===== config.mk =====
export PLATFORM = sky130hd
export DESIGN_NAME = acs_setup_regs
export DESIGN_NICKNAME = d
export VERILOG_FILES = /design/src/inc/acs_pkg.sv /design/src/rtl/acs_input_decode.sv /design/src/rtl/acs_setup_regs.sv
export VERILOG_INCLUDE_DIRS = /design/src /design/src/inc
export SDC_FILE = /design/constraint.sdc
export NUM_CORES = 1
export LEC_CHECK = 0
export BUFFER_PORTS_ARGS = -buffer_cell sky130_fd_sc_hd__buf_2
export CORE_MARGIN = 3
export CORE_UTILIZATION = 59
export DETAILED_ROUTE_END_ITERATION = 12
export MAX_ROUTING_LAYER = met4
export PLACE_DENSITY_LB_ADDON = 0.15
export SETUP_SLACK_MARGIN = 0.4
export SLEW_MARGIN = 20
export SYNTH_ARGS = -nofsm -noshare
export SYNTH_HDL_FRONTEND = slang
export SYNTH_SLANG_ARGS = --single-unit

===== constraint.sdc =====
create_clock -name pclk -period 3.8 [get_ports pclk]
set_input_delay 0.38 -clock pclk [delete_from_list [all_inputs] [get_ports pclk]]
set_output_delay 0.38 -clock pclk [all_outputs]
set_load 0.02 [all_outputs]

===== src/inc/acs_cfg.svh =====
// Constants for the channel input and setup configuration bank
`ifndef ACS_CFG_SVH
`define ACS_CFG_SVH

// ----------------------------------------------------------------
// Register indices (byte address is four times the index)
// ----------------------------------------------------------------
`define ACS_CH_IDX_FIRST 8'h10
`define ACS_CH_IDX_LAST 8'h1F
`define ACS_SETUP_IDX_FIRST 8'h20
`define ACS_SETUP_IDX_LAST 8'h27

// ----------------------------------------------------------------
// Channel register fields
// ----------------------------------------------------------------
`define ACS_CH_SEL_MSB 9
`define ACS_CH_SEL_LSB 0
`define ACS_CH_SETUP_MSB 14
`define ACS_CH_SETUP_LSB 12
`define ACS_CH_SEL_RST 10'h001
`define ACS_CH_SETUP_RST 3'h0

// ----------------------------------------------------------------
// Setup register fields
// ----------------------------------------------------------------
`define ACS_SU_CODING_BIT 12
`define ACS_SU_REFBUFP_BIT 11
`define ACS_SU_REFBUFN_BIT 10
`define ACS_SU_INBUF_MSB 9
`define ACS_SU_INBUF_LSB 8
`define ACS_SU_REFSEL_MSB 5
`define ACS_SU_REFSEL_LSB 4
`define ACS_SU_RST 16'h1000
`define ACS_SU_WMASK 16'h1F30
`define ACS_INBUF_OFF 2'b00
`define ACS_INBUF_ON 2'b11

// ----------------------------------------------------------------
// Input pair select code fields
// ----------------------------------------------------------------
`define ACS_POS_MSB 9
`define ACS_POS_LSB 5
`define ACS_NEG_MSB 4
`define ACS_NEG_LSB 0
`define ACS_PIN_COMMON 5'h10
`define ACS_PIN_LL_COMMON 5'h0F
`define ACS_PIN_HV_LAST 5'h0A
`define ACS_PIN_LL_FIRST 5'h0B
`define ACS_PIN_LL_LAST 5'h0E
`define ACS_CODE_TEMP 10'h232
`define ACS_CODE_REF 10'h2B6

`endif


===== src/inc/acs_pkg.sv =====
// Types shared by the channel input and setup configuration bank
package acs_pkg;

  typedef enum logic [2:0] {
    ACS_KIND_BAD = 3'h0,
    ACS_KIND_HV_DIFF = 3'h1,
    ACS_KIND_HV_COMMON = 3'h2,
    ACS_KIND_LL_DIFF = 3'h3,
    ACS_KIND_LL_PSEUDO = 3'h4,
    ACS_KIND_TEMP = 3'h5,
    ACS_KIND_REF = 3'h6
  } acs_kind_t;

  typedef enum logic [1:0] {
    ACS_REF_EXTERNAL = 2'h0,
    ACS_REF_RSVD = 2'h1,
    ACS_REF_INTERNAL = 2'h2,
    ACS_REF_SUPPLY = 2'h3
  } acs_ref_t;

endpackage


===== src/rtl/acs_input_decode.sv =====
// Decoder from an input pair select code to a connection kind
`timescale 1ns/1ps
`include "acs_cfg.svh"

module acs_input_decode (
  input wire logic [9:0] code,
  output acs_pkg::acs_kind_t kind,
  output logic [4:0] pos_pin,
  output logic [4:0] neg_pin
);
  import acs_pkg::*;

  logic [4:0] p;
  logic [4:0] n;
  logic [4:0] q;
  logic [4:0] r;

  assign p = code[`ACS_POS_MSB:`ACS_POS_LSB];
  assign n = code[`ACS_NEG_MSB:`ACS_NEG_LSB];
  // Offsets into the low-level group; pairs differ only in bit 0
  assign q = p - `ACS_PIN_LL_FIRST;
  assign r = n - `ACS_PIN_LL_FIRST;
  assign pos_pin = p;
  assign neg_pin = n;

  // ----------------------------------------------------------------
  // Legal codes only; anything else is reported as bad
  // ----------------------------------------------------------------
  always_comb begin
    kind = ACS_KIND_BAD;
    if (code == `ACS_CODE_TEMP) begin
      kind = ACS_KIND_TEMP;
    end else if (code == `ACS_CODE_REF) begin
      kind = ACS_KIND_REF;
    end else if (p <= `ACS_PIN_HV_LAST && n == `ACS_PIN_COMMON) begin
      kind = ACS_KIND_HV_COMMON;
    end else if (p < `ACS_PIN_HV_LAST && n == {p[4:1], ~p[0]}) begin
      kind = ACS_KIND_HV_DIFF;
    end else if (p >= `ACS_PIN_LL_FIRST && p <= `ACS_PIN_LL_LAST) begin
      // Low-level pairs: 11/12 and 13/14 either way round, or vs 15
      if (n == `ACS_PIN_LL_COMMON) begin
        kind = ACS_KIND_LL_PSEUDO;
      end else if (n >= `ACS_PIN_LL_FIRST && n <= `ACS_PIN_LL_LAST
                   && (q ^ r) == 5'h01) begin
        kind = ACS_KIND_LL_DIFF;
      end
    end
  end

endmodule


===== src/rtl/acs_setup_regs.sv =====
// Channel input selection and setup configuration register bank
//
// Summary of operation
// - Channel register bits 9:0 hold input pair select, reset 1.
// - Input select codes decode to pairs, common input, temp and reference.
// - Code 0101010000 connects high-voltage input 10 against common input.
// - Low-level inputs support differential and pseudo-differential pairs.
// - Eight 16-bit setup registers at indices 0x20..0x27, reset 0x1000.
// - Setup bit 12 picks coding: 0 unipolar, 1 bipolar; reset 1.
// - Setup bit 11 enables the positive reference buffer; reset 0.
// - Setup bit 10 enables the negative reference buffer; reset 0.
// - Setup bits 9:8: 00 off, 11 on; 01 and 10 never written.
// - Setup bits 5:4 pick reference: external, internal, or supply.
// - Setup reserved bits read zero; software writes zeros there.
// - Channel register bits 14:12 name the setup used by that channel.
`timescale 1ns/1ps
`include "acs_cfg.svh"

module acs_setup_regs #(
  parameter int NUM_CH = 16,
  parameter int NUM_SETUP = 8
) (
  input wire logic pclk,
  input wire logic presetn,
  input wire logic clk_en,
  input wire logic psel,
  input wire logic penable,
  input wire logic pwrite,
  input wire logic [11:0] paddr,
  input wire logic [31:0] pwdata,
  input wire logic [3:0] pstrb,
  output logic [31:0] prdata,
  output logic pready,
  output logic pslverr,
  input wire logic [3:0] active_channel,
  output logic [9:0] channel_input_pair_select,
  output acs_pkg::acs_kind_t active_input_kind,
  output logic [4:0] active_pos_pin,
  output logic [4:0] active_neg_pin,
  output logic [2:0] channel_setup_index,
  output logic output_coding_polarity,
  output logic pos_reference_buffer_en,
  output logic neg_reference_buffer_en,
  output logic analog_input_buffer_en,
  output acs_pkg::acs_ref_t reference_source_select
);
  import acs_pkg::*;

  // ----------------------------------------------------------------
  // Storage
  // ----------------------------------------------------------------
  logic [9:0] ch_sel_ff [NUM_CH];
  logic [2:0] ch_setup_ff [NUM_CH];
  logic [15:0] setup_config_ff [NUM_SETUP];

  logic [31:0] prdata_ff;
  logic pready_ff;
  logic pslverr_ff;

  logic [9:0] act_sel_ff;
  acs_kind_t act_kind_ff;
  logic [4:0] act_pos_ff;
  logic [4:0] act_neg_ff;
  logic [2:0] act_setup_ff;
  logic coding_ff;
  logic refbuf_p_ff;
  logic refbuf_n_ff;
  logic inbuf_ff;
  acs_ref_t ref_sel_ff;

  // ----------------------------------------------------------------
  // Address decode
  // ----------------------------------------------------------------
  logic [7:0] reg_idx;
  logic addr_aligned;
  logic hit_ch;
  logic hit_setup;
  logic [3:0] ch_idx;
  logic [2:0] su_idx;

  function automatic logic in_range(input logic [7:0] idx,
                                    input logic [7:0] lo,
                                    input logic [7:0] hi);
    in_range = (idx >= lo) && (idx <= hi);
  endfunction

  // Reserved bits are forced to zero on every path into storage
  function automatic logic [15:0] su_mask(input logic [15:0] v);
    su_mask = v & `ACS_SU_WMASK;
  endfunction

  assign reg_idx = paddr[9:2];
  assign addr_aligned = (paddr[1:0] == 2'b00) && (paddr[11:10] == 2'b00);
  assign ch_idx = reg_idx[3:0];
  assign su_idx = reg_idx[2:0];
  assign hit_ch = addr_aligned && in_range(reg_idx, `ACS_CH_IDX_FIRST,
                                           `ACS_CH_IDX_LAST)
                  && (32'(ch_idx) < NUM_CH);
  assign hit_setup = addr_aligned && in_range(reg_idx,
                                              `ACS_SETUP_IDX_FIRST,
                                              `ACS_SETUP_IDX_LAST)
                     && (32'(su_idx) < NUM_SETUP);

  // ----------------------------------------------------------------
  // Write data merge and reserved-code check
  // ----------------------------------------------------------------
  logic [15:0] wr_ch_word;
  logic [15:0] wr_su_word;
  logic [15:0] old_ch_word;
  logic [15:0] strb_mask;
  logic bad_inbuf;
  logic acc_err;
  logic [31:0] rd_word;

  always_comb begin
    old_ch_word = 16'h0000;
    old_ch_word[`ACS_CH_SEL_MSB:`ACS_CH_SEL_LSB] = ch_sel_ff[ch_idx];
    old_ch_word[`ACS_CH_SETUP_MSB:`ACS_CH_SETUP_LSB] = ch_setup_ff[ch_idx];
  end

  assign strb_mask = {{8{pstrb[1]}}, {8{pstrb[0]}}};
  assign wr_ch_word = (pwdata[15:0] & strb_mask) | (old_ch_word & ~strb_mask);
  assign wr_su_word = su_mask((pwdata[15:0] & strb_mask)
                              | (setup_config_ff[su_idx] & ~strb_mask));
  // Half-set buffer codes would leave the front end in an undefined state
  assign bad_inbuf = hit_setup && pwrite
                     && (wr_su_word[`ACS_SU_INBUF_MSB]
                         != wr_su_word[`ACS_SU_INBUF_LSB]);
  assign acc_err = !(hit_ch || hit_setup) || bad_inbuf;

  always_comb begin
    rd_word = 32'h0000_0000;
    if (hit_ch) begin
      rd_word[15:0] = old_ch_word;
    end else if (hit_setup) begin
      rd_word[15:0] = su_mask(setup_config_ff[su_idx]);
    end
  end

  // ----------------------------------------------------------------
  // APB slave: one wait state, answer registered
  // ----------------------------------------------------------------
  logic access_first;
  logic commit;

  assign access_first = psel && penable && !pready_ff;
  assign commit = psel && penable && pready_ff;

  always_ff @(posedge pclk or negedge presetn) begin
    if (!presetn) begin
      pready_ff <= 1'b0;
    end else if (clk_en) begin
      pready_ff <= access_first;
    end
  end

  always_ff @(posedge pclk or negedge presetn) begin
    if (!presetn) begin
      prdata_ff <= 32'h0000_0000;
      pslverr_ff <= 1'b0;
    end else if (clk_en) begin
      if (access_first) begin
        prdata_ff <= pwrite ? 32'h0000_0000 : rd_word;
        pslverr_ff <= acc_err;
      end else if (commit) begin
        pslverr_ff <= 1'b0;
      end
    end
  end

  // ----------------------------------------------------------------
  // Channel registers
  // ----------------------------------------------------------------
  always_ff @(posedge pclk or negedge presetn) begin
    if (!presetn) begin
      for (int i = 0; i < NUM_CH; i++) begin
        ch_sel_ff[i] <= `ACS_CH_SEL_RST;
        ch_setup_ff[i] <= `ACS_CH_SETUP_RST;
      end
    end else if (clk_en && commit && pwrite && hit_ch) begin
      ch_sel_ff[ch_idx] <= wr_ch_word[`ACS_CH_SEL_MSB:`ACS_CH_SEL_LSB];
      ch_setup_ff[ch_idx] <=
        wr_ch_word[`ACS_CH_SETUP_MSB:`ACS_CH_SETUP_LSB];
    end
  end

  // ----------------------------------------------------------------
  // Setup registers
  // ----------------------------------------------------------------
  always_ff @(posedge pclk or negedge presetn) begin
    if (!presetn) begin
      for (int i = 0; i < NUM_SETUP; i++) begin
        setup_config_ff[i] <= `ACS_SU_RST;
      end
    end else if (clk_en && commit && pwrite && hit_setup && !bad_inbuf) begin
      setup_config_ff[su_idx] <= wr_su_word;
    end
  end

  // ----------------------------------------------------------------
  // Active channel view for the converter
  // ----------------------------------------------------------------
  acs_kind_t dec_kind;
  logic [4:0] dec_pos;
  logic [4:0] dec_neg;
  logic [9:0] cur_sel;
  logic [2:0] cur_setup;
  logic [15:0] cur_su;

  assign cur_sel = ch_sel_ff[active_channel];
  assign cur_setup = ch_setup_ff[active_channel];
  assign cur_su = setup_config_ff[cur_setup];

  acs_input_decode u_decode (
    .code(cur_sel),
    .kind(dec_kind),
    .pos_pin(dec_pos),
    .neg_pin(dec_neg)
  );

  always_ff @(posedge pclk or negedge presetn) begin
    if (!presetn) begin
      act_sel_ff <= `ACS_CH_SEL_RST;
      act_kind_ff <= ACS_KIND_HV_DIFF;
      act_pos_ff <= 5'(`ACS_CH_SEL_RST >> `ACS_POS_LSB);
      act_neg_ff <= 5'(`ACS_CH_SEL_RST);
      act_setup_ff <= `ACS_CH_SETUP_RST;
    end else if (clk_en) begin
      act_sel_ff <= cur_sel;
      act_kind_ff <= dec_kind;
      act_pos_ff <= dec_pos;
      act_neg_ff <= dec_neg;
      act_setup_ff <= cur_setup;
    end
  end

  // Setup fields of the setup named by the active channel
  always_ff @(posedge pclk or negedge presetn) begin
    if (!presetn) begin
      coding_ff <= 1'(`ACS_SU_RST >> `ACS_SU_CODING_BIT);
      refbuf_p_ff <= 1'b0;
      refbuf_n_ff <= 1'b0;
      inbuf_ff <= 1'b0;
      ref_sel_ff <= ACS_REF_EXTERNAL;
    end else if (clk_en) begin
      coding_ff <= cur_su[`ACS_SU_CODING_BIT];
      refbuf_p_ff <= cur_su[`ACS_SU_REFBUFP_BIT];
      refbuf_n_ff <= cur_su[`ACS_SU_REFBUFN_BIT];
      inbuf_ff <= (cur_su[`ACS_SU_INBUF_MSB:`ACS_SU_INBUF_LSB]
                   == `ACS_INBUF_ON);
      // Internal code only routes the reference; power is elsewhere
      ref_sel_ff <= acs_ref_t'(
        cur_su[`ACS_SU_REFSEL_MSB:`ACS_SU_REFSEL_LSB]);
    end
  end

  // ----------------------------------------------------------------
  // Outputs
  // ----------------------------------------------------------------
  assign prdata = prdata_ff;
  assign pready = pready_ff;
  assign pslverr = pslverr_ff;
  assign channel_input_pair_select = act_sel_ff;
  assign active_input_kind = act_kind_ff;
  assign active_pos_pin = act_pos_ff;
  assign active_neg_pin = act_neg_ff;
  assign channel_setup_index = act_setup_ff;
  assign output_coding_polarity = coding_ff;
  assign pos_reference_buffer_en = refbuf_p_ff;
  assign neg_reference_buffer_en = refbuf_n_ff;
  assign analog_input_buffer_en = inbuf_ff;
  assign reference_source_select = ref_sel_ff;

endmodule


==> metrics.md, run 1 <==
| Metric | Value |
|---|---|
| Pwr dens | `394 nW/um2` |
| Critical path origin | `setup_config_ff[9]$_DFFE_PN0P_` |
| GP Congestion | `0.838` |
| Die Width | `170 um` |
| Ys flop type | `dfrtp_1` |
| Final WS setup | `0.657 ns` |
| Diodes inserted | `0` |
| Clock Skew | `0.0228 ns` |
| DR WL/cell | `24.2 um` |
| Row count | `59` |
| HPWL Detailed | `27200 um` |
| Total Routing Usage GR | `between 30% and 40%` |
| Area delta synth->final | `12.6%` |
| Largest net degree at the start of global routing | `roughly 110` |
| Vias | `11.2k` |
| Worst setup path endpoint | `setup_config_ff[122]$_DFFE_PN0P_` |
| Max_slew headroom | `38.1%` |
| # H-tree levels | `1` |
| Top cells by count, synth | `dfrtp_1 (276), mux4_2 (143), nor2_1 (134), nand2_1 (119), a21oi_1 (116)` |
| Sequential area share after synthesis | `47.8%` |
| Clk_lat worst skew | `0.57 ns` |
| R2R Path Start | `setup_config_ff[9]$_DFFE_PN0P_` |
| Worst setup SP type | `flop` |
| Final core utilization | `68.3%` |
| Clock buffer count from CTS | `31` |
| Status | `complete, no violations` |
| DRT Pass-1 Iters | `5` |
| Most numerous cell in the Yosys netlist | `dfrtp_1` |
| Routed wire length | `~42000 um` |
| Cell taking the most area after synthesis | `dfrtp_1` |
| Pre-CTS worst setup slack | `0.413 ns` |
| CP Max Fanout | `15` |
| Cell area after synthesis | `15900 um2` |
| R2r worst-path depth | `7` |
| DIE AREA | `29000 um2` |
| Synth async-reset ratio | `100%` |
| Crit path required time | `4.23 ns` |
| Mapped Avg Cell Area | `12.2 um2` |
| Ranking of synthesized cells by area | `dfrtp_1 (43%), mux4_2 (20%), mux2_2 (5.5%), dfstp_2 (4.5%), a21oi_1 (3.6%)` |
| Peak supply drop | `approximately 0.38 mV` |
| Vias in the first global route | `11.6k` |
| # DRC | `0` |
| Highest-delay cell along the critical path | `nor4_4` |
| CTS tree | `built` |
| Setup crit end kind | `flop` |
| Top cell by count, worst path | `mux2_2` |
| Final hold vios | `0` |
| R2r endpoint | `setup_config_ff[122]$_DFFE_PN0P_` |
| Slew Viols, Final | `0` |
| Fmax achieved | `318 MHz` |
| Post-route ant nets | `0` |
| Ys Warns | `0` |
| Gates resized, CTS repair | `0` |
| Leakage | `slightly below 8 nW` |
| Final setup viols | `0` |
| Worst slew pin tran | `roughly 0.93 ns` |
| Root Buffer Master | `clkbuf_16` |
| CTS sink count | `303` |
| I/O pins | `124` |
| Hold/Removal Path Class | `input port to flop` |
| Starting density of the core | `roughly three fifths` |
| Crit-path max cell delay | `0.52 ns` |
| IO buf count | `87` |
| Core area | `26300 um2` |
| Fin nets | `1440` |
| Post-synthesis cell type count | `60` |
| CP arrival | `3.58 ns` |
| Layout cells sized above 1 | `33.8%` |
| Chip height | `170 um` |
| Clock Path Buffers | `3` |
| Hold-fix buffers, CTS | `1` |
| FF-to-FF setup slack | `0.66 ns` |
| Maximum capacitance violations | `0` |
| Antenna violations before repair | `1` |
| Vias per cell | `6.42` |
| Grt ovf | `0` |
| EDFF count, synth | `0` |
| Fin crit period | `3.14 ns` |
| Post-CTS setup buffers | `0` |
| Global-route wire length before repair | `66000 um` |
| Critical path class | `flop to flop` |
| Clock transition at the registers of the reported paths | `0.06 ns` |
| Unrepaired setup endpoints after global routing | `no` |
| Synth Register Bits | `303` |
| Post-synth top area share | `43.3%` |
| Final setup TNS | `0 ns` |
| Period utilization | `82.7%` |
| Worst-path cell chain | `mux4_2, mux2_2, mux2_2, xnor2_1, a211o_1, nor4_4, mux2_2` |
| Initial DRC count | `822` |
| Synth Instances | `between 1k and 1.5k` |
[cells by family (layout without fill, tap and decap cells)]
| family | count (synthesis) | after routing | synth area share [%] |
|---|---|---|---|
| simple gates | 310 | 310 | 8.60 |
| fa+ha+maj | 5 | 5 | 0.392 |
| flops | 303 | 303 | 47.8 |
| buf+inv | 141 | 223 | 4.68 |
| xor+xnor | 10 | 10 | 0.769 |
| mux | 259 | 259 | 28.2 |
| other cells | 1 | 17 | 0.0235 |
| compound gates | 275 | 275 | 9.58 |
[stage by stage]
step	std cells	hold WS (ns)	cell area (um2)	power, mW
CTS	1737	0.195	18000	7.13
floorplan	1320	0.0844	16000	3.59
finish	1737	0.221	18000	7.08
detailed placement	1678	0.486	16800	3.77
global route	1737	0.259	18000	7.30
global placement	1678	0.474	16800	3.77
[worst max-delay path: cells and delay by family, from the launching register on]
| kind | cells | cell delay [ns] |
|---|---|---|
| multiplexers | 4 | 1.56 |
| AND/OR/NAND/NOR | 1 | 0.52 |
| flip-flops | 1 | 0.40 |
| AO/OA/AOI/OAI | 1 | 0.36 |
| XOR/XNOR | 1 | 0.19 |
[worst min path at each step]
stage | start | to | slack (ns) | depth (start not counted)
CTS | pwrite | setup_config_ff[8]$_DFFE_PN0P_ | 0.20 | 4
global route | pwdata[8] | setup_config_ff[56]$_DFFE_PN0P_ | 0.26 | 3
floorplan | presetn | active_input_kind[1]$_DFFE_PN0P_ | 0.08 | 0
detailed placement | prdata[6]$_DFFE_PN0P_ | prdata[6]$_DFFE_PN0P_ | 0.49 | 1
global placement | ch_setup_ff[1]$_DFFE_PN0P_ | ch_setup_ff[1]$_DFFE_PN0P_ | 0.47 | 2
finish | pwrite | setup_config_ff[8]$_DFFE_PN0P_ | 0.22 | 4
[state kept, by name, summed over array words and instances (netlist names)]
register                   flops
ch_sel_ff                    160
active_input_kind              3
prdata                        15
setup_config_ff               56
channel_input_pair_select     10
pslverr                        1
ch_setup_ff                   48
analog_input_buffer_en         1
pready                         1
pos_reference_buffer_en        1
channel_setup_index            3
neg_reference_buffer_en        1
output_coding_polarity         1
reference_source_select        2
[routing by layer]
metal / GRT usage, % / vias to the layer above / part of all wire (%)
met4: 10.4 / 0 / 3.5
li1: - / 4916 / -
met5: - / - / 0
met3: 5.13 / 98 / 7.4
met1: 40.1 / 5689 / 40
met2: 49.7 / 457 / 49
[layout by cell type, fill, tap and decap left out, types with 8 or more instances in the layout]
cell,n
a22o_1,10
conb_1,17
clkbuf_1,8
buf_4,55
mux2_2,78
clkbuf_16,31
inv_1,14
o21ai_0,113
mux4_2,143
nor2_1,127
dfstp_2,27
mux2i_1,37
a22oi_1,8
nand2_1,119
buf_12,10
a21oi_1,116
buf_2,83
dfrtp_1,276
[power breakdown]
group / internal (mW) / switching (mW) / leakage (nW) / total [mW]
Clock: 2.09 / 1.28 / 0.554 / 3.37
Combinational: 0.149 / 0.309 / 3.29 / 0.458
Sequential: 3.24 / 0.00885 / 4.11 / 3.25
Total: 5.48 / 1.60 / 7.95 / 7.08
[final cells by class]
class / instances / area (um2)
Timing Repair Buffer: 150 / 1050
Inverter: 15 / 56.3
Multi-Input combinational cell: 876 / 7670
Tap cell: 335 / 419
Fill cell: 1907 / 8330
Clock buffer: 45 / 888
Sequential cell: 303 / 7620
Clock inverter: 13 / 250
Power figures use the tool's default switching activity.
==> run 2: changes to the inputs <==
CORE_UTILIZATION = 55   (was 59)
clock period = 2.5 ns   (was 3.8 ns; I/O delays follow)
==> metrics.md, run 2 (synthesis results as in run 1) <==
| Metric | Value |
|---|---|
| Area of placed instances | `18800 um2 (was 16800 um2)` |
| Unrepaired setup endpoints after global routing | `yes (was no)` |
| IO buf count | `87 (unchanged)` |
| Total Routing Usage GR | `31.5% (was 30.7%)` |
| Final core utilization | `73.8% (was 68.3%)` |
| DIE AREA | `31100 um2 (was 29000 um2)` |
| Met3 Track Usage GR | `5.44% (was 5.13%)` |
| Clock Path Buffers | `3 (unchanged)` |
| GP Congestion | `0.875 (was 0.838)` |
| Core area | `28200 um2 (was 26300 um2)` |
| Vias | `12.3k (was 11.2k)` |
| Worst setup SP type | `flop (unchanged)` |
| CP arrival | `3.27 ns (was 3.58 ns)` |
| Gr busiest metal | `met2 (unchanged)` |
| Fin nets | `1663 (was 1440)` |
| Fin crit period | `2.88 ns (was 3.14 ns)` |
| Commonest non-fill, non-tap cell in the layout | `dfrtp_1 (unchanged)` |
| DR WL/cell | `23.9 um (was 24.2 um)` |
| Clock transition at the registers of the reported paths | `0.06 ns (about the same)` |
| Biggest regs | `ch_sel_ff x160, setup_config_ff x56, ch_setup_ff x48 (unchanged)` |
| Row count | `61 (was 59)` |
| Slew Viols, Final | `0 (unchanged)` |
| I/O pins | `124 (unchanged)` |
| Worst slew pin tran | `0.795 ns (was 0.928 ns)` |
| Post-route ant nets | `0 (unchanged)` |
| Root Buffer Master | `clkbuf_16 (unchanged)` |
| Global-route wire length before repair | `72600 um (was 66000 um)` |
| Highest-count cells in the layout ignoring fill and taps | `dfrtp_1 (276), buf_4 (213), mux4_2 (144) (was dfrtp_1 (276), mux4_2 (143), nor2_1 (127))` |
| Diodes inserted | `0 (unchanged)` |
| Starting density of the core | `56.6% (was 60.7%)` |
| Vias in the first global route | `12.5k (was 11.6k)` |
| Peak supply drop | `0.519 mV (was 0.383 mV)` |
| Hold/Removal Path Class | `input port to flop (unchanged)` |
| # DRC | `0 (unchanged)` |
| Final WS setup | `-0.376 ns (was 0.657 ns)` |
| Vias per cell | `6.13 (was 6.42)` |
| CTS tree | `built (unchanged)` |
| Setup crit end kind | `flop (unchanged)` |
| Layout cells sized above 1 | `47.5% (was 33.8%)` |
| Antenna violations before repair | `0 (was 1)` |
| Maximum capacitance violations | `0 (unchanged)` |
| Clk_lat worst skew | `0.52 ns (was 0.57 ns)` |
| Biggest register | `ch_sel_ff (unchanged)` |
| Filler cell count | `1830 (was 1907)` |
| Fin area | `20800 um2 (was 18000 um2)` |
| Period utilization | `115% (was 82.7%)` |
| Largest net degree at the start of global routing | `68 (was 111)` |
| CTS sink count | `303 (unchanged)` |
| M1 GR Usage | `42.9% (was 40.1%)` |
| Die Width | `176 um (was 170 um)` |
| Chip height | `176 um (was 170 um)` |
| Area delta synth->final | `30.4% (was 12.6%)` |
| Pwr Total | `10.9 mW (was 7.08 mW)` |
| Pwr dens | `526 nW/um2 (was 394 nW/um2)` |
| Crit path required time | `2.90 ns (was 4.23 ns)` |
| Routed wire length | `47900 um (was 42000 um)` |
| Final setup viols | `58 (was 0)` |
| Max_slew headroom | `46.9% (was 38.1%)` |
| FF-to-FF setup slack | `-0.38 ns (was 0.66 ns)` |
| Critical path class | `flop to flop (unchanged)` |
| Max reg flops | `160 (unchanged)` |
| Leakage | `9.36 nW (was 7.95 nW)` |
| Failing checks | `negative setup slack` |
| Status | `complete, but fails checks (was complete, no violations)` |
| DRT Pass-1 Iters | `5 (unchanged)` |
| # H-tree levels | `2 (was 1)` |
| Hold slack final | `0.146 ns (was 0.221 ns)` |
| Final hold vios | `0 (unchanged)` |
| CP Max Fanout | `8 (was 15)` |
| HPWL Detailed | `31200 um (was 27200 um)` |
| Initial DRC count | `920 (was 822)` |
| Met2 usage | `48.5% (was 49.7%)` |
| Grt ovf | `0 (unchanged)` |
| Clock Skew | `0.0176 ns (was 0.0228 ns)` |
| Clock buffer count from CTS | `34 (was 31)` |
| Fmax achieved | `348 MHz (was 318 MHz)` |
==> run 2: cell count changes in the layout (fill, tap and decap cells not counted), moves of 28 or more <==
cell,delta
buf_12,+28
buf_4,+158
mux2_4,+45
mux2_2,-45
o21ai_0,-30
buf_6,+29
==> run 2: per-layer routing <==
metal	up-vias	wire (um)
met5	-	0
met4	0	1880
met3	118	3590
met2	549	22900
met1	6213	19500
li1	5379	-
==> run 2: metrics by stage <==
stage	cells	setup WS [ns]	setup TNS, ns
6_report	2001	-0.376	-18.25
3_5_place_dp	1908	-0.467	-46.82
5_1_grt	2001	-0.417	-21.26
3_3_place_gp	1908	-0.415	-42.16
2_1_floorplan	1320	-0.151	-7.52
4_1_cts	1976	-0.343	-15.98
==> run 2: worst max-delay path, cell delays in order, from the launching register on <==
cell,delay (ns)
dfrtp_1,0.40
mux4_2,0.47
mux2_4,0.28
mux2_4,0.29
xnor2_2,0.15
a211o_4,0.39
buf_12,0.17
nor2_4,0.13
buf_12,0.14
mux2_2,0.34
==> run 2: worst paths after layout <==
kind / from / endpoint / cells after the start
setup / recovery: setup_config_ff[105]$_DFFE_PN0P_ / setup_config_ff[11]$_DFFE_PN0P_ / 9
hold / removal: pwrite / setup_config_ff[8]$_DFFE_PN0P_ / 4
min in group asynchronous: presetn / reference_source_select[1]$_DFFE_PN0P_ / 2
setup reg to reg: setup_config_ff[105]$_DFFE_PN0P_ / setup_config_ff[11]$_DFFE_PN0P_ / 9
hold reg to reg: ch_sel_ff[60]$_DFFE_PN1P_ / ch_sel_ff[60]$_DFFE_PN1P_ / 2
max in group asynchronous: presetn / channel_input_pair_select[0]$_DFFE_PN1P_ / 3
==> run 2: timing repair <==
item,in CTS,in global routing
hold buffers,1,0
endpoints found under the setup margin,169,280
hold endpoints to repair,47,0
pin swaps,18,10
gates cloned,2,5
setup buffers,6,20
resized for setup,88,64
==> run 2: where the power goes <==
| group | total (mW) | switching (mW) | internal, mW | leakage (nW) |
|---|---|---|---|---|
| Sequential | 4.94 | 0.0118 | 4.93 | 4.11 |
| Clock | 5.09 | 2.01 | 3.08 | 0.556 |
| Combinational | 0.912 | 0.547 | 0.364 | 4.69 |
==> run 2: layout make-up <==
| type | instances | area (um2) | share of cell area, % |
|---|---|---|---|
| Clock inverter | 12 | 179 | 0.861 |
| Multi-Input combinational cell | 877 | 8290 | 39.9 |
| Tap cell | 378 | 473 | 2.27 |
| Inverter | 15 | 56.3 | 0.271 |
| Sequential cell | 303 | 7620 | 36.6 |
| Timing Repair Buffer | 369 | 3230 | 15.5 |
| Clock buffer | 47 | 950 | 4.57 |
